==> src/hlt_params.svh <==
// constants for the hardware limit timer mode control
// assumes an 8-bit count and a 5-bit mode field
`ifndef HLT_PARAMS_SVH
`define HLT_PARAMS_SVH

`define HLT_CNT_W      8
`define HLT_MODE_W     5
`define HLT_CNT_ZERO   8'h00
`define HLT_CNT_ONE    8'h01
`define HLT_SYNC_RST   2'h0

// free-running period modes
`define HLT_M_SW_GATE  5'h00
`define HLT_M_GATE_HI  5'h01
`define HLT_M_GATE_LO  5'h02
`define HLT_M_RST_ANY  5'h03
`define HLT_M_RST_RISE 5'h04
`define HLT_M_RST_FALL 5'h05
`define HLT_M_RST_LOW  5'h06
`define HLT_M_RST_HIGH 5'h07
// one-shot modes
`define HLT_M_OS_SW    5'h08
`define HLT_M_OS_RISE  5'h09
`define HLT_M_OS_FALL  5'h0A
`define HLT_M_OS_ANY   5'h0B
`define HLT_M_OS_RR    5'h0C
`define HLT_M_OS_FF    5'h0D
`define HLT_M_OS_RLOW  5'h0E
`define HLT_M_OS_FHIGH 5'h0F
// monostable and level one-shot modes
`define HLT_M_MS_RISE  5'h11
`define HLT_M_MS_FALL  5'h12
`define HLT_M_MS_ANY   5'h13
`define HLT_M_LV_HIGH  5'h16
`define HLT_M_LV_LOW   5'h17

`endif

==> src/hlt_pkg.sv <==
// types shared by the timer mode control files
// assumes hlt_params.svh is on the include path
`include "hlt_params.svh"

package hlt_pkg;

    typedef logic [`HLT_CNT_W-1:0]  hlt_cnt_t;
    typedef logic [`HLT_MODE_W-1:0] hlt_mode_t;

    typedef struct packed {
        hlt_mode_t mode;
        hlt_cnt_t  period_value;
        hlt_cnt_t  pulse_width_compare;
        logic      pwm_en;
    } hlt_cfg_t;

    typedef struct packed {
        logic     on;
        logic     run;
        logic     prev;
        logic     match;
        hlt_cnt_t count;
    } hlt_state_t;

    typedef struct packed {
        logic [1:0] ff;
    } hlt_sync_t;

    typedef struct packed {
        logic out;
    } hlt_pwm_t;

endpackage

==> src/hlt_pwm.sv <==
// pulse-width output stage driven by the timer
// assumes set and clr are same-clock strobes from the timer
module hlt_pwm (
    input  wire logic clk,
    input  wire logic rst,
    input  wire logic en,
    input  wire logic set,
    input  wire logic clr,
    output logic      pwm_out
);

    hlt_pkg::hlt_pwm_t st_r;
    hlt_pkg::hlt_pwm_t st_nxt;

    always_comb begin
        st_nxt = st_r;
        if (!en) begin
            st_nxt.out = 1'b0;
        end else if (set) begin
            st_nxt.out = 1'b1;
        end else if (clr) begin
            st_nxt.out = 1'b0;
        end
    end

    always_ff @(posedge clk) begin
        if (rst) begin
            st_r.out <= 1'b0;
        end else begin
            st_r <= st_nxt;
        end
    end

    assign pwm_out = st_r.out;

endmodule // hlt_pwm

==> src/hlt_sync.sv <==
// two-flop synchroniser for the external reset signal
// assumes the input is asynchronous to clk
`include "hlt_params.svh"

module hlt_sync (
    input  wire logic clk,
    input  wire logic rst,
    input  wire logic din,
    output logic      dout
);

    hlt_pkg::hlt_sync_t st_r;
    hlt_pkg::hlt_sync_t st_nxt;

    always_comb begin
        st_nxt.ff = {st_r.ff[0], din};
    end

    always_ff @(posedge clk) begin
        if (rst) begin
            st_r.ff <= `HLT_SYNC_RST;
        end else begin
            st_r <= st_nxt;
        end
    end

    // only the second flop is read outside
    assign dout = st_r.ff[1];

endmodule // hlt_sync

==> src/hlt_timer.sv <==
// period timer with hardware limit: mode decode, counter, enable handling
// assumes ext_reset_signal is asynchronous; cfg and strobes are on clk
//
// Notes on behaviour
// RQ1 - mode 00000: count while enable set, stop when software clears it
// RQ2 - mode 00001: count while enabled and external signal high
// RQ3 - mode 00010: count while enabled and external signal low
// RQ4 - mode 00011: either external edge clears the count, runs until disabled
// RQ5 - modes 00100/00101: rising or falling edge clears the count
// RQ6 - modes 00110/00111: count held reset while signal low or high
// RQ7 - mode 01000: one-shot starts as soon as enable is set
// RQ8 - modes 01001-01011: one-shot starts on rising, falling or any edge
// RQ9 - mode 01100: rising edge starts, later rising edge clears count
// RQ10 - mode 01101: falling edge starts, later falling edge clears count
// RQ11 - modes 01110/01111: held at reset level, start on transition away
// RQ12 - one-shot: clock after period match clears enable, count to 00h
// RQ13 - modes 10001-10011 monostable edge start; 10000 reserved
// RQ14 - monostable: clock after match stops at 00h, enable stays set
// RQ15 - modes 10110/10111: start on high or low level, opposite level resets
// RQ16 - edge-started modes need a fresh edge after re-enabling
// RQ17 - level-reset one-shot: pulse output goes active on starting edge
// RQ18 - pulse output goes inactive when count equals compare value
// RQ19 - level-reset one-shot: pulse output not set again when count clears on period match
// RQ20 - reserved codes leave the counter stopped, never started
// RQ21 - edges found by comparing synchronised current and previous samples
`include "hlt_params.svh"

module hlt_timer (
    input  wire logic          clk,
    input  wire logic          rst,
    input  wire hlt_pkg::hlt_cfg_t cfg,
    input  wire logic          on_set,
    input  wire logic          on_clr,
    input  wire logic          ext_reset_signal,
    output hlt_pkg::hlt_cnt_t  count_value,
    output logic               enable_status,
    output logic               period_match,
    output logic               pwm_out
);

    hlt_pkg::hlt_state_t st_r;
    hlt_pkg::hlt_state_t st_nxt;

    logic ext_s;
    logic rise;
    logic fall;
    logic gate;
    logic use_run;
    logic start;
    logic edge_rst;
    logic lvl_rst;
    logic one_shot;
    logic mono;
    logic rsv;
    logic lvl_pwm;
    logic active;
    logic match;
    logic pwm_set;
    logic pwm_clr;

    hlt_sync u_sync (
        .clk  (clk),
        .rst  (rst),
        .din  (ext_reset_signal),
        .dout (ext_s)
    );

    // edge detect on synchronised samples
    assign rise = ext_s & ~st_r.prev; // RQ21
    assign fall = ~ext_s & st_r.prev; // RQ21

    // mode decode
    always_comb begin
        gate     = 1'b0;
        use_run  = 1'b1;
        start    = 1'b0;
        edge_rst = 1'b0;
        lvl_rst  = 1'b0;
        one_shot = 1'b0;
        mono     = 1'b0;
        rsv      = 1'b0;
        lvl_pwm  = 1'b0;
        case (cfg.mode)
            `HLT_M_SW_GATE: begin
                use_run = 1'b0;
                gate    = st_r.on; // RQ1
            end
            `HLT_M_GATE_HI: begin
                use_run = 1'b0;
                gate    = st_r.on & ext_s; // RQ2
            end
            `HLT_M_GATE_LO: begin
                use_run = 1'b0;
                gate    = st_r.on & ~ext_s; // RQ3
            end
            `HLT_M_RST_ANY: begin
                use_run  = 1'b0;
                gate     = st_r.on;
                edge_rst = rise | fall; // RQ4
            end
            `HLT_M_RST_RISE: begin
                use_run  = 1'b0;
                gate     = st_r.on;
                edge_rst = rise; // RQ5
            end
            `HLT_M_RST_FALL: begin
                use_run  = 1'b0;
                gate     = st_r.on;
                edge_rst = fall; // RQ5
            end
            `HLT_M_RST_LOW: begin
                use_run = 1'b0;
                gate    = st_r.on & ext_s;
                lvl_rst = ~ext_s; // RQ6
            end
            `HLT_M_RST_HIGH: begin
                use_run = 1'b0;
                gate    = st_r.on & ~ext_s;
                lvl_rst = ext_s; // RQ6
            end
            `HLT_M_OS_SW: begin
                one_shot = 1'b1;
                start    = 1'b1; // RQ7
            end
            `HLT_M_OS_RISE: begin
                one_shot = 1'b1;
                start    = rise; // RQ8
            end
            `HLT_M_OS_FALL: begin
                one_shot = 1'b1;
                start    = fall; // RQ8
            end
            `HLT_M_OS_ANY: begin
                one_shot = 1'b1;
                start    = rise | fall; // RQ8
            end
            `HLT_M_OS_RR: begin
                one_shot = 1'b1;
                start    = rise; // RQ9
                edge_rst = rise & st_r.run; // RQ9
            end
            `HLT_M_OS_FF: begin
                one_shot = 1'b1;
                start    = fall; // RQ10
                edge_rst = fall & st_r.run; // RQ10
            end
            `HLT_M_OS_RLOW: begin
                one_shot = 1'b1;
                lvl_pwm  = 1'b1;
                start    = rise; // RQ11
                lvl_rst  = ~ext_s; // RQ11
            end
            `HLT_M_OS_FHIGH: begin
                one_shot = 1'b1;
                lvl_pwm  = 1'b1;
                start    = fall; // RQ11
                lvl_rst  = ext_s; // RQ11
            end
            `HLT_M_MS_RISE: begin
                mono  = 1'b1;
                start = rise; // RQ13
            end
            `HLT_M_MS_FALL: begin
                mono  = 1'b1;
                start = fall; // RQ13
            end
            `HLT_M_MS_ANY: begin
                mono  = 1'b1;
                start = rise | fall; // RQ13
            end
            `HLT_M_LV_HIGH: begin
                one_shot = 1'b1;
                start    = ext_s; // RQ15
                lvl_rst  = ~ext_s; // RQ15
            end
            `HLT_M_LV_LOW: begin
                one_shot = 1'b1;
                start    = ~ext_s; // RQ15
                lvl_rst  = ext_s; // RQ15
            end
            default: begin
                rsv = 1'b1; // RQ20
            end
        endcase
    end

    // counting condition and period match
    assign active = use_run ? (st_r.run & st_r.on & ~rsv) : gate;
    assign match  = active & (st_r.count == cfg.period_value);

    always_comb begin
        st_nxt       = st_r;
        st_nxt.prev  = ext_s;
        st_nxt.match = match & ~lvl_rst & ~edge_rst;
        // start only from idle: edges before enable are not remembered
        if (rsv || !use_run || !st_r.on) begin
            st_nxt.run = 1'b0; // RQ16 RQ20
        end else if (start && !st_r.run && !lvl_rst) begin
            st_nxt.run = 1'b1; // RQ7 RQ8 RQ16
        end
        if (lvl_rst) begin
            st_nxt.count = `HLT_CNT_ZERO; // RQ6 RQ11 RQ15
            if (use_run) begin
                st_nxt.run = 1'b0;
            end
        end else if (edge_rst && st_r.on) begin
            st_nxt.count = `HLT_CNT_ZERO; // RQ4 RQ5 RQ9 RQ10
        end else if (match) begin
            st_nxt.count = `HLT_CNT_ZERO; // RQ12 RQ14
            if (one_shot || mono) begin
                st_nxt.run = 1'b0; // RQ12 RQ14
            end
        end else if (active) begin
            st_nxt.count = st_r.count + `HLT_CNT_ONE;
        end
        // software set wins over any clear
        if (on_set) begin
            st_nxt.on = 1'b1;
        end else if (on_clr || (match && one_shot && !lvl_rst)) begin
            st_nxt.on = 1'b0; // RQ1 RQ12
        end
    end

    always_ff @(posedge clk) begin
        if (rst) begin
            st_r.on    <= 1'b0;
            st_r.run   <= 1'b0;
            st_r.prev  <= 1'b0;
            st_r.match <= 1'b0;
            st_r.count <= `HLT_CNT_ZERO;
        end else begin
            st_r <= st_nxt;
        end
    end

    // pulse output: starting edge in level-reset one-shot, else period match or edge clear
    always_comb begin
        if (lvl_pwm) begin
            pwm_set = start & st_r.on & ~st_r.run & ~lvl_rst; // RQ17 RQ19
        end else begin
            pwm_set = match | (edge_rst & st_r.on);
        end
        pwm_clr = st_r.count == cfg.pulse_width_compare; // RQ18
    end

    hlt_pwm u_pwm (
        .clk     (clk),
        .rst     (rst),
        .en      (cfg.pwm_en),
        .set     (pwm_set),
        .clr     (pwm_clr),
        .pwm_out (pwm_out)
    );

    assign count_value   = st_r.count;
    assign enable_status = st_r.on;
    assign period_match  = st_r.match;
endmodule // hlt_timer

==> config.mk <==
export PLATFORM = sky130hd
export DESIGN_NAME = hlt_timer
export DESIGN_NICKNAME = d
export VERILOG_FILES = /design/src/hlt_pkg.sv /design/src/hlt_pwm.sv /design/src/hlt_sync.sv /design/src/hlt_timer.sv
export VERILOG_INCLUDE_DIRS = /design/src
export SDC_FILE = /design/constraint.sdc
export NUM_CORES = 1
export LEC_CHECK = 0
export ABC_AREA = 1
export BUFFER_PORTS_ARGS = -buffer_cell sky130_fd_sc_hd__buf_4
export CORE_MARGIN = 4
export CORE_UTILIZATION = 30
export DETAILED_ROUTE_END_ITERATION = 8
export PLACE_DENSITY = 0.5
export SLEW_MARGIN = 20
export SYNTH_ARGS = -nofsm -noshare
export SYNTH_HDL_FRONTEND = slang
export SYNTH_SLANG_ARGS = --single-unit
==> constraint.sdc <==
create_clock -name clk -period 1.95 [get_ports clk]
set_clock_uncertainty 0.1 [all_clocks]
set_input_delay 0.0975 -clock clk [delete_from_list [all_inputs] [get_ports clk]]
set_output_delay 0.0975 -clock clk [all_outputs]
set_load 0.05 [all_outputs]
* Word level (Yosys, flattened, before mapping)
Cells that the tools add are included.
Widths: inputs -> output; s select.
** Operators by class
- Add/sub/neg operators :: 1
- Equality and inequality tests :: 22
- Mux-type cells :: 21
- Bitwise operators :: 23
- Reductions and logical operators :: 30
** Operators with widths (number)
- $eq 5x4->1 const B :: 8
- $eq 5x5->1 const B :: 5
- $reduce_or 21->1 :: 1
- $eq 5x3->1 const B :: 4
- $mux 1 :: 17
- $eq 8x8->1 :: 2
- $reduce_or 4->1 :: 4
- $and 1x1->1 :: 15
- $eq 5x2->1 const B :: 2
- $reduce_or 10->1 :: 1
- $reduce_or 2->1 :: 5
- $reduce_or 3->1 :: 3
- $add 8x1->8 const B :: 1
- $reduce_or 8->1 :: 1
- $not 1->1 :: 6
- $pmux 1 s6 :: 1
- $eq 5x1->1 const B :: 1
- $logic_and 1x1->1 :: 5
- $logic_not 5->1 :: 1
- $pmux 1 s5 :: 1
- $logic_or 1x1->1 :: 4
- $reduce_bool 2->1 :: 2
- $logic_not 1->1 :: 3
- $pmux 1 s3 :: 1
- 2 further kinds :: 3
** Word-level totals
- Flip-flop bits (word level) :: 15
- Input port bits :: 27
- Word-level logic and storage cells :: 104

* Logic depth before layout (Yosys ltp)
- Word-level depth :: 12
- Mapped depth :: 15

* Modules after synthesis
A second synthesis with hierarchy kept.
** Second synthesis, totals
- Cells, all modules :: 201
- Area total of the unflattened synthesis :: 1360.1 µm²
** By module, submodules not included
- hlt_timer :: times used 1, cells an instance 188, area each 1257.5 µm², sequential area each 240.2 µm²
- hlt_sync :: times used 1, cells an instance 6, area each 55.1 µm², sequential area each 40.0 µm²
- hlt_pwm :: times used 1, cells an instance 7, area each 47.5 µm², sequential area each 20.0 µm²

* Least setup slack after synthesis
OpenSTA, ideal clock, no wires.
- Path type :: flip-flop to flip-flop
- Start :: reg st_r, in the netlist enable_status
- End :: reg st_r, in the netlist count_value[7]
- Library setup time :: 0.119 ns
- Arrival time :: 1.588 ns
- Required time :: 1.731 ns
- Setup slack :: 0.143 ns
- Stages on the path, launching flop included :: 9
- Cell sequence :: dfxtp_1 -> inv_1 -> nor3_1 -> nand2_4 -> nand2_4 -> buf_6 -> nand3_1 -> nand2_1 -> a21oi_1
** On the way
- Cells in the longest elaborated chain, start to end :: 5
- Elaborated cells between the ends (all ways) :: 9
- Those cells by class :: 2 x mux; 5 x bitwise; 2 x reduce/logical
** RTL lines
- from (decl) :: line hlt_timer.sv:41 : hlt_pkg::hlt_state_t st_r;
- from (signal assigned) :: line hlt_timer.sv:232 : st_r <= st_nxt;
- $and 1x1->1 (on tied branches)
- $pmux 1 s3 or $and 1x1->1 (tied branches) :: line hlt_timer.sv:83, hlt_timer.sv:188
- $mux 1 :: line hlt_timer.sv:188 : assign active = use_run ? (st_r.run & st_r.on & ~rsv) : gate;
- $and 1x1->1 :: line hlt_timer.sv:189 : assign match = active & (st_r.count == cfg.period_value);
- $reduce_or 4->1 (no source line)
Several ways; a longest one is shown, not always the timed one.
A chain may end at the register's enable or synchronous reset.

* Worst setup path after layout
- Start :: reg st_r[9] in the netlist's numbering
- End :: reg st_r, in the netlist count_value[0]
** On the way
- Cells in the longest elaborated chain, start to end :: 6
- Elaborated cells between the ends (all ways) :: 9
- Those cells by class :: 1 x mux; 6 x bitwise; 2 x reduce/logical
** RTL lines
- $not 1->1 :: line hlt_timer.sv:69 : assign rise = ext_s & ~st_r.prev;
- $and 1x1->1 :: line hlt_timer.sv:69
- $and 1x1->1 or $or 1x1->1 (tied branches) :: line hlt_timer.sv:140, hlt_timer.sv:99
- $pmux 1 s5 (*) :: line hlt_timer.sv:83 : case (cfg.mode)
- $logic_and 1x1->1 (*) :: line hlt_timer.sv:206 : end else if (edge_rst && st_r.on) begin
- $reduce_or 4->1 (no source line) (*)
Mark *: on every way between the ends. The rest lies on a longest branch, timed or not.

==> impl_metrics.ini <==
[global_routing]
grt_max_degree = 12
grt_overflow_total = 0
antenna_found_initial = 0
grtUsageTotal_pct = 12.6
grt_first_pass_wirelength_um = 6290
grt_pass1_vias = 1431

[synthesis]
synth-adder-area-share_pct = 2.58
synth-simple-area-share_pct = 43.4
synthesis.area_um2 = 1450
avgSynthCellArea_um2 = 6.18
synth_compound_area_share_pct = 8.18
synth_top_family_by_area = simple AND/OR/NAND/NOR gates
syn_nets = 265
syn_inst = 235
synth_cell_types = 29
ys_warn_count = 0
ys_ff_latch = 15
yosysSeqAreaShare_pct = 20.7
synthXorXnorAreaFrac_pct = 9.65
muxShareOfSynthArea_pct = 0

[worst_setup_path]
cp.arrival_ns = 1.79
critPathSlowestCell = dfxtp_1
critPathRequiredTime_ns = 1.98
path_cells = inv_1 > ha_1 > o32ai_1 > nor2_1 > o21ai_1 > nand2_1 > nand3_2 > a21oi_1
crit_type = reg2reg
critPathCaptureType = flip-flop
cp_max_fo = 8
slowest_delay_ns = 0.33
path_buf_inv = 1
worst_setup_path_start_kind = flip-flop
critical_path.top_delay_family = compound AO/OA/AOI/OAI gates

[power_and_ir_drop]
combPwrFrac_pct = 24.0
p_int_uw = 540
swShare_pct = 27.3
clockPowerShare_pct = 33.7
ir_worst_vdd_mv = 0.327
leakage_nw = 0.874
finalPower_uw = 742
switchingPower_uw = 203
seqPwrFrac_pct = 42.3
power.density_nw_per_um2 = 397

[cts]
cts_tree = built
numCtsBuffers = 3
root_buffer = clkbuf_8
h-tree-depth = 1
cts.clk_slew.worst_paths_ns = 0.06
clk_latency_ns = 0.25
cts.sinks = 15
cts.path.max_buffers = 2

[drt]
viasPerCell = 4.75
routed-via-count = 1569
drc = 0
wl_per_cell_um = 11.4
antenna_left = 0
drtPass1Iterations = 5
finalWirelength_um = 3780
first_iter_violations = 64

[layout]
drive_gt1_share_pct = 25.7
antenna_cells = 0
post-route-cell-area_um2 = 1870
layout.cells.non_filler = 330
final_common_cell = nand2_1
layout_common_cells = nand2_1 (52), buf_4 (44), inv_1 (29)
layout.nets = 307
area_delta_synth_final_pct = 28.7

[placed_design]
dpl-instance-area_um2 = 1770
dp.cells = 321
portBuffers = 37
place_congestion = 0.850
place_hpwl_um = 3090
dp_slack_ns = 0.0919

[timing]
setup_viol = 0
drv_slew = 0
hold_viol_final = 0
fin_hold_ws_ns = 0.0359
min_period_ns = 1.75
worst_slew_pin_slew_ns = 0.384
slew_headroom_pct = 74.2
max_freq_ghz = 0.571
period_share_pct = 89.8
rsz0062_at_grt = false
worst_slack_ns = 0.198

[run_status]
status = finished clean

[floorplan]
ioPinCount = 38
coreArea_um2 = 4690
die_h_um = 77.6
row_count = 25
die-area_um2 = 6020
start_util_pct = 31.0
die_width_um = 77.6

[flow_run]
max_cap_viol_count = 0

[worst_hold_path]
holdCritPathClass = in2reg
state kept, by name, summed over array words and instances, names as in the netlist:
register and flops:
count_value 8, enable_status 1, period_match 1, st_r 2, u_pwm.pwm_out 1, u_sync.st_r 2
logic make-up after synthesis:
| kind of cell | Yosys count |
|---|---|
| adders and majority gates | 3 |
| and+or+nand+nor | 132 |
| AOI/OAI and AO/OA | 22 |
| buffers and inverters | 47 |
| DFF | 15 |
| xor gates and xnor gates | 16 |
through the flow:
| step | TNS (ns) | util [%] |
|---|---|---|
| floorplan | 0 | - |
| global placement | -0.00103 | 37.8 |
| detailed placement | 0 | 37.8 |
| CTS | 0 | 39.8 |
| global route | 0 | 39.8 |
| finish | 0 | 39.8 |
worst reg2reg max path, delay by kind of cell (launching register included):
family	cells	cell delay, ns
buffers and inverters	1	0.05
and+or+nand+nor	3	0.37
AOI/OAI and AO/OA	3	0.49
DFF	1	0.33
adders and majority gates	1	0.30
power groups by stage:
stage	sequential [mW]	combinational (mW)	clock, mW
2_1_floorplan	0.326	0.0921	0
3_3_place_gp	0.320	0.173	0
3_5_place_dp	0.320	0.171	0
4_1_cts	0.313	0.179	0.262
5_1_grt	0.314	0.199	0.280
6_report	0.314	0.178	0.250
path summary, 6_finish.rpt:
| path | start | endpoint | slack (ns) | cells after the start |
|---|---|---|---|---|
| min reg2reg | u_sync.st_r[0] | u_sync.st_r[1] | 0.31 | 2 |
| max reg2reg | st_r[9] | count_value[0] | 0.20 | 8 |
| min | on_clr | enable_status | 0.04 | 4 |
| max | st_r[9] | count_value[0] | 0.20 | 8 |
synth_stat cells:
master | instances | share of area, %
nand2_1 | 52 | 13
inv_1 | 29 | 7.5
nand3_1 | 26 | 9.0
nor2_1 | 20 | 5.2
dfxtp_1 | 15 | 21
a21oi_1 | 12 | 4.1
xnor2_1 | 12 | 7.2
buf_4 | 9 | 4.7
nand4_1 | 7 | 3.0
nor3_1 | 6 | 2.1
o21ai_0 | 6 | 2.1
inv_2 | 5 | 1.3
nor2_2 | 5 | 2.2
or2_2 | 4 | 1.7
xor2_1 | 4 | 2.4
ha_1 | 3 | 2.6
nand2_2 | 3 | 1.3
buf_6 | 2 | 1.6
clkbuf_1 | 2 | 0.52
nand2_4 | 2 | 1.6
nand3_2 | 2 | 1.4
nor4_1 | 2 | 0.86
nand3b_1 | 1 | 0.52
nand4_2 | 1 | 0.86
o211ai_1 | 1 | 0.52
o21ai_1 | 1 | 0.34
o31ai_1 | 1 | 0.52
o32ai_1 | 1 | 0.60
or2_1 | 1 | 0.43
per-layer routing:
metal / track usage [%] / up-vias / wire (µm)
met1: 15.9 / 682 / 1640
met4: 2.67 / 0 / 40
met3: 3.60 / 6 / 246
met5: 0 / - / 0
met2: 21.4 / 54 / 1850
li1: - / 827 / -
final cells by class:
class | count | area [µm²]
well taps | 54 | 67.6
flip-flops and latches | 15 | 302
fillers | 527 | 2820
repair buffers | 50 | 400
inverters | 34 | 128
clock buffers | 4 | 45.0
multi-input cells | 173 | 927
timing repair:
action / in CTS / in global routing
endpoints found under the hold margin: 6 / 0
hold buffers: 5 / 0
resized for setup: 0 / 1
buffers inserted: 0 / 0
setup endpoints to repair: 0 / 2
Note: power is estimated with default switching activity, not from simulation.
